==> src/logic/mic_pkg.sv <==
// Package of constants and types for the interrupt controller
package mic_pkg;
  // Register indices; the byte address is four times the index
  localparam logic [7:0] MIC_IDX_IRQ_CONTROL   = 8'h0b;
  localparam logic [7:0] MIC_IDX_PERIPH_FLAGS  = 8'h0c;
  localparam logic [7:0] MIC_IDX_PERIPH_ENA    = 8'h8c;
  localparam logic [7:0] MIC_IDX_OPTION        = 8'h81;
  localparam logic [7:0] MIC_IDX_CORE_STATUS   = 8'h90;
  localparam logic [9:0] MIC_ADDR_IRQ_CONTROL  = {MIC_IDX_IRQ_CONTROL, 2'b00};
  localparam logic [9:0] MIC_ADDR_PERIPH_FLAGS = {MIC_IDX_PERIPH_FLAGS, 2'b00};
  localparam logic [9:0] MIC_ADDR_PERIPH_ENA   = {MIC_IDX_PERIPH_ENA, 2'b00};
  localparam logic [9:0] MIC_ADDR_OPTION       = {MIC_IDX_OPTION, 2'b00};
  localparam logic [9:0] MIC_ADDR_CORE_STATUS  = {MIC_IDX_CORE_STATUS, 2'b00};
  // Field positions of the control register, the peripheral registers (CMP) and the option register (EDGE)
  localparam int MIC_BIT_GLOBAL_EN = 7;
  localparam int MIC_BIT_PERIPH_EN = 6;
  localparam int MIC_BIT_TIE   = 5;
  localparam int MIC_BIT_EIE   = 4;
  localparam int MIC_BIT_PCIE  = 3;
  localparam int MIC_BIT_TOF   = 2;
  localparam int MIC_BIT_EF    = 1;
  localparam int MIC_BIT_PCF   = 0;
  localparam int MIC_BIT_CMP   = 6;
  localparam int MIC_BIT_EDGE  = 6;
  // Reset values and the fixed vector
  localparam logic [7:0] MIC_RST_IRQ_CONTROL = 8'h00;
  localparam logic [7:0] MIC_RST_PERIPH      = 8'h00;
  localparam logic [7:0] MIC_RST_OPTION      = 8'hff;
  localparam logic [12:0] MIC_VECTOR         = 13'h0004;
  // Latency in instruction cycles and quarter phases per cycle
  localparam int MIC_SYNC_LATENCY_TCY = 3;
  localparam logic [1:0] MIC_PHASE_Q1 = 2'h0;
  localparam logic [1:0] MIC_PHASE_Q4 = 2'h3;
  localparam logic [1:0] MIC_LAT_CNT  = 2'(MIC_SYNC_LATENCY_TCY - 1);

  // Raw events arriving from the sources during one clock
  typedef struct packed {
    logic       timer_rollover;
    logic       comparator_event;
    logic [3:0] upper_port_pins;
    logic       external_irq_pin;
  } mic_src_t;

  // Core handshake strobes
  typedef struct packed {
    logic       return_from_interrupt;
    logic       global_en_clear;
    logic       sleeping;
    logic       port_read_q2;
  } mic_core_t;

  typedef enum logic [1:0] {MIC_IDLE, MIC_WAIT, MIC_NOP} mic_state_t;
endpackage : mic_pkg

==> src/logic/mic_edge_detect.sv <==
// Edge and change detector for one group of synchronous pins
`timescale 1ns/1ps
module mic_edge_detect #(
  parameter int WIDTH = 1
) (
  input  wire logic             mclk,
  input  wire logic             nrst,
  input  wire logic             ce,
  input  wire logic [WIDTH-1:0] pins,
  output logic      [WIDTH-1:0] rise,
  output logic      [WIDTH-1:0] fall
);
  logic [WIDTH-1:0] last_q;
  logic             primed_q;

  // Previous sample; the first enabled clock after reset only primes it,
  // so a pin that idles high does not look like an edge at release
  always_ff @(posedge mclk or negedge nrst) begin
    if (!nrst) begin
      last_q   <= '0;
      primed_q <= 1'b0;
    end else if (ce) begin
      last_q   <= pins;
      primed_q <= 1'b1;
    end
  end

  assign rise = {WIDTH{primed_q}} & pins & ~last_q;
  assign fall = {WIDTH{primed_q}} & ~pins & last_q;
endmodule : mic_edge_detect

==> src/logic/mic_irq_ctrl.sv <==
// Interrupt controller with APB register slave and vector request to the core
//
// Implementation choice: the APB slave port.
`timescale 1ns/1ps
module mic_irq_ctrl
  import mic_pkg::*;
#(
  parameter int ADDR_W = 10
) (
  input  wire logic              mclk,
  input  wire logic              nrst,
  input  wire logic              ce,
  // APB slave
  input  wire logic              psel,
  input  wire logic              penable,
  input  wire logic              pwrite,
  input  wire logic [ADDR_W-1:0] paddr,
  input  wire logic [31:0]       pwdata,
  input  wire logic [3:0]        pstrb,
  output logic      [31:0]       prdata,
  output logic                   pready,
  output logic                   pslverr,
  // Sources and core strobes
  input  wire logic [1:0]        q_phase,
  input  wire mic_src_t          src,
  input  wire mic_core_t         core,
  // Requests to the core
  output logic                   irq_request,
  output logic                   vector_load,
  output logic                   stack_push,
  output logic [12:0]            vector_addr,
  output logic                   wake_up,
  output logic                   nop_insert
);
  logic [7:0]  ctrl_q;
  logic [7:0]  pflag_q;
  logic [7:0]  pena_q;
  logic [7:0]  option_q;
  logic        ext_pend_q;
  logic [1:0]  lat_q;
  logic        vload_q;
  logic        nop_q;
  logic        wake_q;
  logic [12:0] vaddr_q;
  mic_state_t  state_q;

  logic [3:0]  port_rise;
  logic [3:0]  port_fall;
  logic        pin_rise;
  logic        pin_fall;
  logic        pin_edge;
  logic        port_evt;
  logic        apb_wr;
  logic        apb_rd;
  logic        hit;
  logic        wr_ctrl;
  logic        wr_pflag;
  logic        wr_pena;
  logic        wr_opt;
  logic        any_enabled;
  logic        req_raw;
  logic        accept;
  logic [31:0] rdata_d;

  // pin and port detectors
  // One detector module serves the pin and the port group
  mic_edge_detect #(.WIDTH(1)) u_pin_det (
    .mclk (mclk),
    .nrst (nrst),
    .ce   (ce),
    .pins (src.external_irq_pin),
    .rise (pin_rise),
    .fall (pin_fall)
  );

  mic_edge_detect #(.WIDTH(4)) u_port_det (
    .mclk (mclk),
    .nrst (nrst),
    .ce   (ce),
    .pins (src.upper_port_pins),
    .rise (port_rise),
    .fall (port_fall)
  );

  assign pin_edge = option_q[MIC_BIT_EDGE] ? pin_rise : pin_fall;
  // change coinciding with port read is dropped
  assign port_evt = (|(port_rise | port_fall)) & ~core.port_read_q2;

  // APB decode; zero wait states, one access per transfer
  // pready stays high: every register answers at once, so ce must stay high
  assign apb_wr   = psel & penable & pwrite & pstrb[0];
  assign apb_rd   = psel & penable & ~pwrite;
  assign hit      = (paddr == MIC_ADDR_IRQ_CONTROL) | (paddr == MIC_ADDR_PERIPH_FLAGS) |
                    (paddr == MIC_ADDR_PERIPH_ENA) | (paddr == MIC_ADDR_OPTION) |
                    (paddr == MIC_ADDR_CORE_STATUS);
  assign wr_ctrl  = apb_wr & (paddr == MIC_ADDR_IRQ_CONTROL);
  assign wr_pflag = apb_wr & (paddr == MIC_ADDR_PERIPH_FLAGS);
  assign wr_pena  = apb_wr & (paddr == MIC_ADDR_PERIPH_ENA);
  assign wr_opt   = apb_wr & (paddr == MIC_ADDR_OPTION);
  assign pready   = 1'b1;
  assign pslverr  = psel & penable & ~hit;

  // Edge pending until the next Q4/Q1 window opens the flag
  // An edge in Q2 or Q3 is parked here rather than dropped
  always_ff @(posedge mclk or negedge nrst) begin
    if (!nrst) begin
      ext_pend_q <= 1'b0;
    end else if (ce) begin
      // flag may only move in Q4 or Q1
      if ((q_phase == MIC_PHASE_Q4) || (q_phase == MIC_PHASE_Q1)) begin
        ext_pend_q <= 1'b0;
      end else if (pin_edge) begin
        ext_pend_q <= 1'b1;
      end
    end
  end

  // Control register: software writes, hardware sets flags and enable
  always_ff @(posedge mclk or negedge nrst) begin
    if (!nrst) begin
      ctrl_q <= MIC_RST_IRQ_CONTROL;
    end else if (ce) begin
      if (wr_ctrl) begin
        ctrl_q <= pwdata[7:0];
      end
      // Hardware entry or clear beats the return strobe on the enable
      // accept clears global enable
      if (accept) begin
        ctrl_q[MIC_BIT_GLOBAL_EN] <= 1'b0;
      end else if (core.global_en_clear) begin
        ctrl_q[MIC_BIT_GLOBAL_EN] <= 1'b0;
      end else if (core.return_from_interrupt) begin
        ctrl_q[MIC_BIT_GLOBAL_EN] <= 1'b1;
      end
      // flags set whatever the enables; set beats clear
      if (((q_phase == MIC_PHASE_Q4) || (q_phase == MIC_PHASE_Q1)) &&
          (pin_edge || ext_pend_q)) begin
        ctrl_q[MIC_BIT_EF] <= 1'b1;
      end
      if (src.timer_rollover) begin
        ctrl_q[MIC_BIT_TOF] <= 1'b1;
      end
      if (port_evt) begin
        ctrl_q[MIC_BIT_PCF] <= 1'b1;
      end
    end
  end

  // Peripheral flag register; only bit 6 implemented
  always_ff @(posedge mclk or negedge nrst) begin
    if (!nrst) begin
      pflag_q <= MIC_RST_PERIPH;
    end else if (ce) begin
      // comparator flag, set wins over clear
      if (src.comparator_event) begin
        pflag_q[MIC_BIT_CMP] <= 1'b1;
      end else if (wr_pflag) begin
        pflag_q[MIC_BIT_CMP] <= pwdata[MIC_BIT_CMP];
      end
    end
  end

  // Peripheral enable register; other bits keep their reset value
  always_ff @(posedge mclk or negedge nrst) begin
    if (!nrst) begin
      pena_q <= MIC_RST_PERIPH;
    end else if (ce && wr_pena) begin
      pena_q[MIC_BIT_CMP] <= pwdata[MIC_BIT_CMP];
    end
  end

  // Option register holds the edge polarity
  always_ff @(posedge mclk or negedge nrst) begin
    if (!nrst) begin
      option_q <= MIC_RST_OPTION;
    end else if (ce && wr_opt) begin
      option_q <= pwdata[7:0];
    end
  end

  // request tree
  // Combinational so a flag set now is seen by the sequencer at the next Q4
  // pin mask, timer mask, port mask, peripheral mask
  assign any_enabled = (ctrl_q[MIC_BIT_EIE] & ctrl_q[MIC_BIT_EF]) |
                       (ctrl_q[MIC_BIT_TIE] & ctrl_q[MIC_BIT_TOF]) |
                       (ctrl_q[MIC_BIT_PCIE] & ctrl_q[MIC_BIT_PCF]) |
                       (ctrl_q[MIC_BIT_PERIPH_EN] & pflag_q[MIC_BIT_CMP] & pena_q[MIC_BIT_CMP]);
  assign req_raw     = ctrl_q[MIC_BIT_GLOBAL_EN] & any_enabled;
  assign irq_request = req_raw;
  // Accept only at an instruction-cycle boundary, never during the NOP
  // an interrupt due in the cycle that clears the enable is ignored
  assign accept      = (state_q == MIC_WAIT) && (lat_q == 2'h0) &&
                       (q_phase == MIC_PHASE_Q4) && req_raw && !core.global_en_clear;

  // Latency sequencer counted in whole instruction cycles
  // Limitation: the count starts at the first Q4 that sees the request,
  // so an event just after a boundary waits up to one cycle longer
  always_ff @(posedge mclk or negedge nrst) begin
    if (!nrst) begin
      state_q <= MIC_IDLE;
      lat_q   <= 2'h0;
    end else if (ce) begin
      case (state_q)
        MIC_IDLE: begin
          // enable clear forces one NOP cycle
          // no wait starts while asleep; the next instruction runs first
          if (core.global_en_clear) begin
            state_q <= MIC_NOP;
          end else if (req_raw && !core.sleeping && (q_phase == MIC_PHASE_Q4)) begin
            // fixed count independent of instruction length
            state_q <= MIC_WAIT;
            lat_q   <= MIC_LAT_CNT - 2'h1;
          end
        end
        MIC_WAIT: begin
          if (core.global_en_clear) begin
            // a clear mid-wait still costs its NOP; the flag stays pending
            state_q <= MIC_NOP;
          end else if (!req_raw) begin
            // Request withdrawn: start over at the next boundary
            state_q <= MIC_IDLE;
          end else if (q_phase == MIC_PHASE_Q4) begin
            if (lat_q == 2'h0) begin
              state_q <= MIC_IDLE;
            end else begin
              lat_q <= lat_q - 2'h1;
            end
          end
        end
        MIC_NOP: begin
          // pending flags stay untouched, servicing waits
          if (q_phase == MIC_PHASE_Q4) begin
            state_q <= MIC_IDLE;
          end
        end
        default: begin
          // Unreachable codes fall back to idle
          state_q <= MIC_IDLE;
        end
      endcase
    end
  end

  // vector load with push, return address only
  always_ff @(posedge mclk or negedge nrst) begin
    if (!nrst) begin
      vload_q <= 1'b0;
    end else if (ce) begin
      vload_q <= accept;
    end
  end

  // Vector address held after the first entry; one fixed vector, no table
  always_ff @(posedge mclk or negedge nrst) begin
    if (!nrst) begin
      vaddr_q <= 13'h0000;
    end else if (ce && accept) begin
      vaddr_q <= MIC_VECTOR;
    end
  end

  // NOP marker, registered so the core sees it in the cycle after the clear
  always_ff @(posedge mclk or negedge nrst) begin
    if (!nrst) begin
      nop_q <= 1'b0;
    end else if (ce) begin
      // one NOP after a core global_en_clear strobe; accept and software clears of the enable give none
      nop_q <= (state_q == MIC_NOP) || core.global_en_clear;
    end
  end

  // wake on enabled source regardless of global enable
  // Level output; drops one clock after the flag or its enable is cleared
  always_ff @(posedge mclk or negedge nrst) begin
    if (!nrst) begin
      wake_q <= 1'b0;
    end else if (ce) begin
      wake_q <= core.sleeping & any_enabled;
    end
  end

  // Outputs straight from their registers
  assign vector_load = vload_q;
  // after wake the core runs the prefetched instruction, then vectors
  assign stack_push  = vload_q;
  assign vector_addr = vaddr_q;
  assign nop_insert  = nop_q;
  assign wake_up     = wake_q;

  // Read mux; unimplemented bits read zero
  // Core status is read-only: wake, nop, waiting, request
  always_comb begin
    rdata_d = 32'h0000_0000;
    if (paddr == MIC_ADDR_IRQ_CONTROL) begin
      rdata_d[7:0] = ctrl_q;
    end else if (paddr == MIC_ADDR_PERIPH_FLAGS) begin
      rdata_d[MIC_BIT_CMP] = pflag_q[MIC_BIT_CMP];
    end else if (paddr == MIC_ADDR_PERIPH_ENA) begin
      rdata_d[MIC_BIT_CMP] = pena_q[MIC_BIT_CMP];
    end else if (paddr == MIC_ADDR_OPTION) begin
      rdata_d[7:0] = option_q;
    end else if (paddr == MIC_ADDR_CORE_STATUS) begin
      rdata_d[3:0] = {wake_q, nop_q, state_q == MIC_WAIT, req_raw};
    end
  end

  // Read data registered during the setup cycle, valid in access
  // Latching at setup keeps prdata steady through the access edge
  always_ff @(posedge mclk or negedge nrst) begin
    if (!nrst) begin
      prdata <= 32'h0000_0000;
    end else if (ce && psel && !penable && !pwrite) begin
      prdata <= rdata_d;
    end
  end
endmodule : mic_irq_ctrl

==> config.mk <==
export PLATFORM = sky130hd
export DESIGN_NAME = mic_irq_ctrl
export DESIGN_NICKNAME = d
export VERILOG_FILES = /design/src/logic/mic_pkg.sv /design/src/logic/mic_edge_detect.sv /design/src/logic/mic_irq_ctrl.sv
export SDC_FILE = /design/constraint.sdc
export NUM_CORES = 1
export LEC_CHECK = 0
export ABC_AREA = 1
export ABC_CLOCK_PERIOD_IN_PS = 1500
export BUFFER_PORTS_ARGS = -buffer_cell sky130_fd_sc_hd__buf_2
export CAP_MARGIN = 10
export CORE_MARGIN = 2
export CORE_UTILIZATION = 40
export DETAILED_ROUTE_END_ITERATION = 10
export GPL_TIMING_DRIVEN = 0
export PLACE_DENSITY = 0.72
export SETUP_SLACK_MARGIN = 0.05
export SYNTH_ARGS = -nofsm -noshare
export SYNTH_HDL_FRONTEND = slang
export SYNTH_HIERARCHICAL = 1
export SYNTH_SLANG_ARGS = --single-unit
==> constraint.sdc <==
create_clock -name mclk -period 1.5 [get_ports mclk]
set_clock_uncertainty 0.1 [all_clocks]
set_input_delay 0.3 -clock mclk [delete_from_list [all_inputs] [get_ports mclk]]
set_output_delay 0.3 -clock mclk [all_outputs]
set_load 0.01 [all_outputs]
==> results of run 1 <==
-- power groups by stage --
stage	registers [uW]	clock network [uW]	logic, uW
2_1_floorplan	1360	0	505
3_3_place_gp	1350	0	727
3_5_place_dp	1360	0	754
4_1_cts	1340	1120	798
5_1_grt	1370	1160	1060
6_report	1350	1110	945
-- worst max-delay path by stage --
stage / from / endpoint / cells past startpoint
after detailed placement: ce / ctrl_q[1] / 7
after CTS: ctrl_q[0] / irq_request / 5
after floorplan: paddr[9] / ctrl_q[1] / 7
after global routing: pflag_q[6] / irq_request / 5
final: pena_q[6] / irq_request / 5
after global placement: ce / ctrl_q[1] / 7
-- kinds of logic (layout without fill, tap and decap cells) --
| family | count (synthesis) | count (layout) | share of synthesized area, % |
|---|---|---|---|
| AND/OR/NAND/NOR | 203 | 203 | 33.9 |
| flip-flops | 42 | 42 | 40.0 |
| buffers and inverters | 78 | 162 | 17.3 |
| other | 2 | 37 | 0.283 |
| adder cells (fa/ha/maj) | 2 | 2 | 0.944 |
| AO/OA/AOI/OAI | 33 | 33 | 7.55 |
-- metrics by stage --
step | area (um2) | setup TNS, ns | instances
after CTS | 3480 | -0.136 | 546
after global placement | 3150 | -6.98 | 524
after global routing | 3610 | -0.449 | 556
final | 3610 | -0.196 | 556
after floorplan | 2790 | 0 | 395
after detailed placement | 3150 | -8.11 | 524
-- cell usage after synthesis (3+ instances only) --
cell type / count
o21ai_2: 5
o21ai_0: 12
nor2_4: 3
nand3_1: 23
nand2_4: 3
a31oi_1: 7
buf_6: 3
a21oi_1: 6
nand2_1: 108
nor2_1: 47
buf_4: 38
dfrtp_1: 34
dfstp_2: 8
inv_1: 35
nand4_1: 5
-- critical path, delay by kind of cell, from the launching register on --
family | cells | cell delay, ns
buffers and inverters | 2 | 0.16
AND/OR/NAND/NOR | 3 | 0.34
flip-flops | 1 | 0.41
-- area by class of cell --
type,instances,area [um2],share of cell area (%)
plain buffers,43,332,9.19
clock buffers,5,68.8,1.91
clock inverters,3,68.8,1.91
inverters,35,131,3.64
multi-input cells,275,1400,38.8
flip-flops and latches,42,1060,29.4
well taps,77,96.3,2.67
repair buffers,76,450,12.5
-- timing repair --
action                     in CTS  in global routing
resized for setup              23                 17
setup buffers                  15                 10
hold endpoints to repair        0                  0
setup endpoints to repair      20                 17
pin swaps                      15                 17
-- per-layer routing --
layer | GRT usage, % | vias to the layer above
li1 | - | 1297
met2 | 30.5 | 85
met1 | 23.0 | 1131
met5 | 0 | -
met3 | 3.70 | 8
met4 | 4.47 | 0
-- registers in the layout, summed over array words and instances (netlist names), 2 cells and up --
register           cells
ctrl_q                 8
lat_q                  2
option_q               8
prdata                 8
state_q                2
u_port_det/last_q      4
==> run_results.csv, run 1 <==
group,metric,value,unit
run_status,status,"finished, violations left",
run_status,failed_checks,"negative setup slack",
clocking,cts_buffer_depth,2,
die,core,0.00639,mm2
global_routing,grt.total_usage,17.8,%
synthesis,ys.warnings.count,6,
critical_path,r2r_start,"lat_q[0]",
synthesis,synth.area.top_cells,"dfrtp_1 (32%), nand2_1 (15%), buf_4 (11%)",
final_layout,antenna_cells,0,
sta,holdWs,0.0288,ns
final_layout,final_cell_mix,"nand2_1 (101), buf_4 (61), buf_2 (51), nor2_1 (41), conb_1 (37)",
critical_path,slowest_delay,0.41,ns
routing,wl_met3,516,um
final_layout,drive_above_1_share,37.8,%
pwr,vdd_ir_drop_max,0.755,mV
routing,drt_first_pass_iters,4,
critical_path,cp.required,1.10,ns
flow_run,maxCapViolCount,0,
critical_path,crit_type,"flip-flop to output port",
clocking,htreeDepth,2,
clocking,cts_inserted_buffers,5,
critical_path,start_kind,"flip-flop",
placed_design,portBuffers,52,
sta,finalHoldViolations,0,
die,die_h,85.4,um
pwr,power_density,942,mW/mm2
final_layout,final_common_cell,"nand2_1",
critical_path,crit_path_cell_trace,"nand3_2, nand4_1, nand2_1, inv_2, buf_6",
routing,wl_per_cell,12.0,um
pwr,p_seq_share,39.7,%
critical_path,end_kind,"output port",
sta,slew_viol_final,0,
min_path,min_path_type,"input port to asynchronous set/reset pin",
routing,routed_via_density,4.53,
placed_design,post-place-ws,-0.368,ns
routing,wl_met1,2.77,mm
placed_design,gp_congestion,0.859,
synthesis,ys_seq_area_share,40.0,%
critical_path,path_max_fanout,2,
synthesis,synthCells,360,
synthesis,synth_ff_type,"dfrtp_1",
synthesis,syn-cell-area,0.00265,mm2
pwr,p_sw_share,31.9,%
final_layout,syn_to_final_growth,36.2,%
global_routing,grt_pass1_wl,10.3,mm
global_routing,overflow,0,
pwr,p_switching,1090,uW
pwr,cellInternalPower,2320,uW
routing,ant_nets,0,
synthesis,synth.top_cell.area_share,32.1,%
synthesis,yosysTopAreaCell,"dfrtp_1",
clocking,clk_latency,0.31,ns
placed_design,hpwl,4.63,mm
critical_path,arrival,1.22,ns
pwr,comb_power_share,27.8,%
sta,post-route-period-util,108,%
sta,period_minus_slack,1.62,ns
sta,worst_pin_slew,0.942,ns
critical_path,cpMaxStageDelayCell,"dfrtp_1",
global_routing,grt_max_degree,43,
sta,setup_ws,-0.121,ns
sta,relSlewSlack,37.2,%
synthesis,synth_enable_flop_cells,0,
routing,vias,2521,
pwr,totalPowerFinal,3400,uW
critical_path,reg2regPathDepth,8,
clocking,cts_tree,"done",
sta,rsz0062_at_grt,"true",
clocking,cts_sinks,42,
clocking,path_clk_slew,0.09,ns
synthesis,synth_cell_type_count,31,
sta,finalSetupViolCount,2,
synthesis,synth_seq_cells,42,
critical_path,r2r_slack,0.02,ns
clocking,root_buffer,"clkbuf_8",
routing,met2_length,3.31,mm
synthesis,avgSynthCellArea,7.36,um2
critical_path,r2r_end,"lat_q[1]",
synthesis,async_flop_share,100,%
final_layout,nets,545,
routing,routed_wirelength,6.65,mm
global_routing,grt_pass1_vias,2265,
clocking,hold_buffers,0,
sta,fmax,617,MHz
routing,drt_iter0_drc,147,
routing,drc,0,
final_layout,fin_util,56.5,%
die,pin_count,117,
die,rows,29,
die,start_util,41.5,%
die,fp.dieArea,0.00729,mm2
routing,top_layer_used,"met4",
die,die_w,85.4,um
pwr,clkPwrFrac,32.5,%
final_layout,nFillCells,599,
global_routing,antenna_found_initial,0,
pwr,p_leak,0.00196,uW
Power figures use the tool's default switching activity.
==> run 2: changes to the inputs <==
--- a/config.mk
+++ b/config.mk
@@ -9,11 +9,13 @@
 export ABC_CLOCK_PERIOD_IN_PS = 1500
 export BUFFER_PORTS_ARGS = -buffer_cell sky130_fd_sc_hd__buf_2
 export CAP_MARGIN = 10
+export CELL_PAD_IN_SITES_DETAIL_PLACEMENT = 1
+export CELL_PAD_IN_SITES_GLOBAL_PLACEMENT = 2
 export CORE_MARGIN = 2
-export CORE_UTILIZATION = 40
+export CORE_UTILIZATION = 22
 export DETAILED_ROUTE_END_ITERATION = 10
 export GPL_TIMING_DRIVEN = 0
-export PLACE_DENSITY = 0.72
+export PLACE_DENSITY_LB_ADDON = 0.1
 export SETUP_SLACK_MARGIN = 0.05
 export SYNTH_ARGS = -nofsm -noshare
 export SYNTH_HDL_FRONTEND = slang
==> run_results.csv, run 2 (same netlist as run 1, synthesis figures left out) <==
group,metric,value,unit
critical_path,arrival,1.20,ns
global_routing,grt_pass1_vias,2622,
pwr,cellInternalPower,2310,uW
sta,finalHoldViolations,0,
placed_design,hpwl,6.00,mm
die,fp.dieArea,0.0129,mm2
critical_path,end_kind,"output port",
die,pin_count,117,
final_layout,final_common_cell,"nand2_1",
routing,drt_iter0_drc,53,
critical_path,cpMaxStageDelayCell,"dfrtp_1",
routing,wl_per_cell,12.7,um
sta,worst_pin_slew,1.01,ns
critical_path,r2r_end,"lat_q[1]",
final_layout,syn_to_final_growth,42.5,%
clocking,clk_latency,0.28,ns
critical_path,cp.required,1.10,ns
routing,vias,2514,
critical_path,start_kind,"flip-flop",
routing,ant_nets,0,
final_layout,nets,542,
sta,relSlewSlack,32.4,%
die,rows,40,
routing,drc,0,
final_layout,antenna_cells,0,
run_status,failed_checks,"negative setup slack",
final_layout,largestRegisters,"ctrl_q (8), option_q (8), prdata (8)",
critical_path,crit_type,"flip-flop to output port",
run_status,status,"finished, violations left",
global_routing,grt_max_degree,43,
die,start_util,22.3,%
pwr,p_seq_share,39.3,%
sta,setup_ws,-0.101,ns
clocking,cts_tree,"done",
placed_design,portBuffers,52,
final_layout,final_cell_mix,"nand2_1 (101), buf_4 (58), buf_2 (45), nor2_1 (39), conb_1 (37)",
critical_path,r2r_slack,0.04,ns
placed_design,dpl-instance-area,0.00324,mm2
placed_design,dp_cells,594,
critical_path,crit_path_cell_trace,"nand3_2, nand4_1, nand2_1, inv_2, buf_6",
flow_run,maxCapViolCount,0,
placed_design,gp_congestion,0.738,
sta,rsz0062_at_grt,"true",
clocking,cts_inserted_buffers,5,
sta,slew_viol_final,0,
routing,drt_first_pass_iters,4,
global_routing,grt_pass1_wl,13.2,mm
min_path,min_path_type,"input port to asynchronous set/reset pin",
final_layout,instances_no_fill,623,
critical_path,crit_family,"flip-flops",
pwr,p_switching,1120,uW
global_routing,overflow,0,
critical_path,slowest_delay,0.40,ns
pwr,p_leak,0.00195,uW
clocking,htreeDepth,2,
pwr,clkPwrFrac,33.3,%
critical_path,reg2regPathDepth,8,
sta,post-route-period-util,107,%
critical_path,path_max_fanout,2,
global_routing,grt.total_usage,12.7,%
clocking,cts_sinks,42,
final_layout,drive_above_1_share,38.9,%
die,core,0.0119,mm2
die,die_h,114,um
pwr,vdd_ir_drop_max,0.549,mV
routing,routed_via_density,4.04,
clocking,cts_buffer_depth,2,
sta,fmax,624,MHz
sta,period_minus_slack,1.60,ns
global_routing,antenna_found_initial,0,
critical_path,crit_buf_inv,2,
final_layout,final_area,0.00378,mm2
die,die_w,114,um
pwr,p_sw_share,32.6,%
clocking,path_clk_slew,0.07,ns
final_layout,fin_util,31.8,%
final_layout,nFillCells,1485,
routing,routed_wirelength,7.89,mm
clocking,root_buffer,"clkbuf_16",
pwr,comb_power_share,27.4,%
sta,finalSetupViolCount,2,
pwr,power_density,908,mW/mm2
critical_path,r2r_start,"lat_q[0]",
==> run 2: layout make-up <==
cell class | instances | area, um2 | share of cell area (%)
clock inverters | 2 | 12.5 | 0.331
clock buffers | 6 | 139 | 3.68
repair buffers | 73 | 489 | 13.0
inverters | 35 | 131 | 3.48
flip-flops and latches | 42 | 1060 | 28.1
plain buffers | 43 | 329 | 8.71
well taps | 147 | 184 | 4.87
multi-input cells | 275 | 1430 | 37.9
==> run 2: what timing repair did <==
| action | 4_1_cts | 5_1_grt |
|---|---|---|
| endpoints found under the setup margin | 33 | 17 |
| gates resized for setup | 26 | 31 |
| hold buffers | 0 | 0 |
| setup buffers | 39 | 9 |
| pin swaps | 13 | 18 |
==> run 2: how the worst max path moves through the flow <==
stage                     slack (ns)          end  startpoint  depth (start not counted)
after global placement         -0.44      pslverr    paddr[8]                          8
after detailed placement       -0.43    ctrl_q[1]          ce                          7
after global routing           -0.18  irq_request   ctrl_q[1]                          5
after CTS                      -0.13  irq_request   ctrl_q[3]                          5
after floorplan                 0.07    ctrl_q[1]    paddr[9]                          7
final                          -0.10  irq_request   ctrl_q[6]                          5
==> run 2: power groups by stage <==
| stage | logic, uW | clock network (uW) | registers [uW] |
|---|---|---|---|
| after CTS | 873 | 1180 | 1340 |
| after floorplan | 505 | 0 | 1360 |
| after detailed placement | 786 | 0 | 1360 |
| final | 940 | 1140 | 1350 |
| after global routing | 1080 | 1230 | 1370 |
| after global placement | 768 | 0 | 1360 |
==> run 2: metal layers <==
metal | wire (um) | GRT usage (%) | vias to the layer above
met2 | 3960 | 22.6 | 42
met3 | 312 | 2.60 | 4
li1 | - | - | 1291
met5 | 0 | 0 | -
met4 | 48 | 2.44 | 0
met1 | 3570 | 16.1 | 1177
==> run 2: stage by stage <==
step           worst slack [ns]  hold WS [ns]  TNS, ns  total power (uW)
6_report                 -0.101        0.0902   -0.166              3430
5_1_grt                  -0.183         0.161   -0.433              3680
4_1_cts                  -0.127         0.141   -0.216              3390
3_5_place_dp             -0.428         0.355   -10.31              2150
3_3_place_gp             -0.441         0.349    -9.65              2130
2_1_floorplan            0.0695       -0.0956        0              1870
==> run 3: changes to the inputs <==
--- a/config.mk
+++ b/config.mk
@@ -11,12 +11,12 @@
 export CAP_MARGIN = 10
 export CELL_PAD_IN_SITES_DETAIL_PLACEMENT = 1
 export CELL_PAD_IN_SITES_GLOBAL_PLACEMENT = 2
+export CORE_ASPECT_RATIO = 0.7
 export CORE_MARGIN = 2
 export CORE_UTILIZATION = 22
 export DETAILED_ROUTE_END_ITERATION = 10
 export GPL_TIMING_DRIVEN = 0
 export PLACE_DENSITY_LB_ADDON = 0.1
-export SETUP_SLACK_MARGIN = 0.05
 export SYNTH_ARGS = -nofsm -noshare
 export SYNTH_HDL_FRONTEND = slang
 export SYNTH_HIERARCHICAL = 1
==> run_results.csv, run 3 (same netlist as run 1, synthesis figures left out) <==
group,metric,value,unit
critical_path,crit_family,"flip-flops",
pwr,p_sw_share,31.4,%
final_layout,antenna_cells,0,
critical_path,end_kind,"output port",
final_layout,multiInputGateArea,0.00141,mm2
routing,vias,2538,
global_routing,grt.total_usage,13.6,%
pwr,clkPwrFrac,34.9,%
routing,drt_first_pass_iters,4,
global_routing,antenna_found_initial,0,
pwr,cellInternalPower,2470,uW
sta,holdWs,0.0877,ns
final_layout,final_common_cell,"nand2_1",
final_layout,fin_util,32.5,%
final_layout,final_cell_mix,"nand2_1 (103), buf_4 (64), buf_2 (43), nor2_1 (40), conb_1 (37)",
clocking,cts_inserted_buffers,5,
clocking,cts_sinks,42,
clocking,hold_buffers,0,
sta,slew_viol_final,0,
run_status,status,"finished, violations left",
sta,finalSetupViolCount,2,
die,pin_count,117,
critical_path,reg2regPathDepth,9,
pwr,vdd_ir_drop_max,0.398,mV
sta,setup_ws,-0.0792,ns
clocking,cts_buffer_depth,2,
sta,post-route-period-util,105,%
routing,wl_per_cell,13.3,um
routing,drc,0,
global_routing,grt_pass1_wl,13.3,mm
global_routing,overflow,0,
clocking,htreeDepth,2,
sta,finalHoldViolations,0,
clocking,clk_latency,0.29,ns
die,rows,33,
die,die_h,95.8,um
critical_path,start_kind,"flip-flop",
die,start_util,22.6,%
placed_design,gp_congestion,0.792,
pwr,comb_power_share,27.5,%
pwr,p_switching,1130,uW
critical_path,r2r_slack,0.01,ns
die,fp.dieArea,0.0130,mm2
critical_path,crit_buf_inv,2,
pwr,p_leak,0.00198,uW
placed_design,portBuffers,52,
sta,rsz0062_at_grt,"true",
critical_path,path_max_fanout,2,
die,die_w,135,um
global_routing,grt_max_degree,43,
pwr,power_density,943,mW/mm2
sta,period_minus_slack,1.58,ns
die,core,0.0117,mm2
critical_path,crit_path_cell_trace,"nand3_2, nand4_1, nand2_1, inv_2, buf_6",
sta,fmax,633,MHz
critical_path,r2r_end,"lat_q[1]",
final_layout,nets,547,
routing,routed_wirelength,8.51,mm
clocking,cts_tree,"done",
global_routing,grt_pass1_vias,2447,
critical_path,r2r_start,"pena_q[6]",
final_layout,nFillCells,1490,
clocking,root_buffer,"clkbuf_16",
final_layout,largestRegisters,"ctrl_q (8), option_q (8), prdata (8)",
critical_path,arrival,1.18,ns
sta,relSlewSlack,30.7,%
final_layout,drive_above_1_share,38.0,%
clocking,path_clk_slew,0.06,ns
sta,worst_pin_slew,1.04,ns
placed_design,post-place-ws,-0.504,ns
routing,drt_iter0_drc,80,
routing,ant_nets,0,
critical_path,crit_type,"flip-flop to output port",
final_layout,ff_latch_area,0.00106,mm2
final_layout,syn_to_final_growth,44.0,%
min_path,min_path_type,"input port to asynchronous set/reset pin",
critical_path,cp.required,1.10,ns
placed_design,hpwl,6.24,mm
critical_path,cpMaxStageDelayCell,"dfrtp_1",
routing,routed_via_density,3.98,
critical_path,slowest_delay,0.40,ns
run_status,failed_checks,"negative setup slack",
flow_run,maxCapViolCount,0,
pwr,p_seq_share,37.6,%
run 3: cell types whose count changed in the layout (fill, tap and decap cells not counted), moves of 2 or more:
cell | previous run | this run
buf_12 | 2 | 0
buf_2 | 45 | 43
buf_4 | 58 | 64
buf_6 | 10 | 13
clkbuf_1 | 0 | 2
nand2_1 | 101 | 103
nand2_2 | 9 | 7
nand3_1 | 13 | 15
nand3_2 | 9 | 7
nor2_2 | 5 | 3
run 3: what timing repair did:
action	CTS	global route
endpoints found under the setup margin	33	16
setup buffers	14	12
gates resized for setup	24	30
pin swaps	10	18
run 3: worst max path at each step:
stage | from | slack [ns] | to | depth (start not counted)
global route | ctrl_q[6] | -0.16 | irq_request | 5
finish | pena_q[6] | -0.08 | irq_request | 5
floorplan | lat_q[0] | 0.05 | lat_q[0] | 8
CTS | pflag_q[6] | -0.10 | irq_request | 5
global placement | ce | -0.48 | prdata[6] | 7
detailed placement | ce | -0.50 | ctrl_q[1] | 7
run 3: worst register-to-register path, stage by stage, from the launching register on:
cell	delay, ns
dfrtp_1	0.37
nand3_2	0.11
nand4_1	0.14
buf_4	0.13
buf_6	0.10
nand3_1	0.10
nand2_2	0.12
nand3_2	0.09
nand2_1	0.08
nand2_1	0.04
run 3: cell type report:
| type | instances | share of cell area (%) |
|---|---|---|
| sequential | 42 | 27.8 |
| inverter | 35 | 3.44 |
| timing repair buffer | 78 | 13.5 |
| tap | 157 | 5.15 |
| clock inverter | 2 | 0.984 |
| multi-input combinational | 275 | 37.0 |
| clock buffer | 6 | 3.38 |
| buffer | 43 | 8.66 |
run 3: power groups by stage:
stage	sequential (uW)	clock [uW]	combinational, uW
after floorplan	1360	0	498
after global placement	1360	0	767
after detailed placement	1360	0	778
after CTS	1340	1310	862
after global routing	1370	1340	1130
final	1350	1260	988
run 3: through the flow:
stage	setup TNS, ns	total power (uW)	instances	cell area (um2)
finish	-0.140	3600	638	3820
global route	-0.639	3850	638	3820
CTS	-0.197	3510	626	3610
detailed placement	-12.88	2140	604	3240
global placement	-11.76	2130	604	3240
floorplan	0	1860	395	2790
run 3: metal layers:
metal	part of all wire (%)	vias up	wire length [um]	track usage, %
met4	0.95	0	81	3.13
met2	42	56	3550	20.3
met5	0	-	0	0
met1	52	1167	4440	19.7
met3	5.0	8	429	3.21
li1	-	1307	-	-
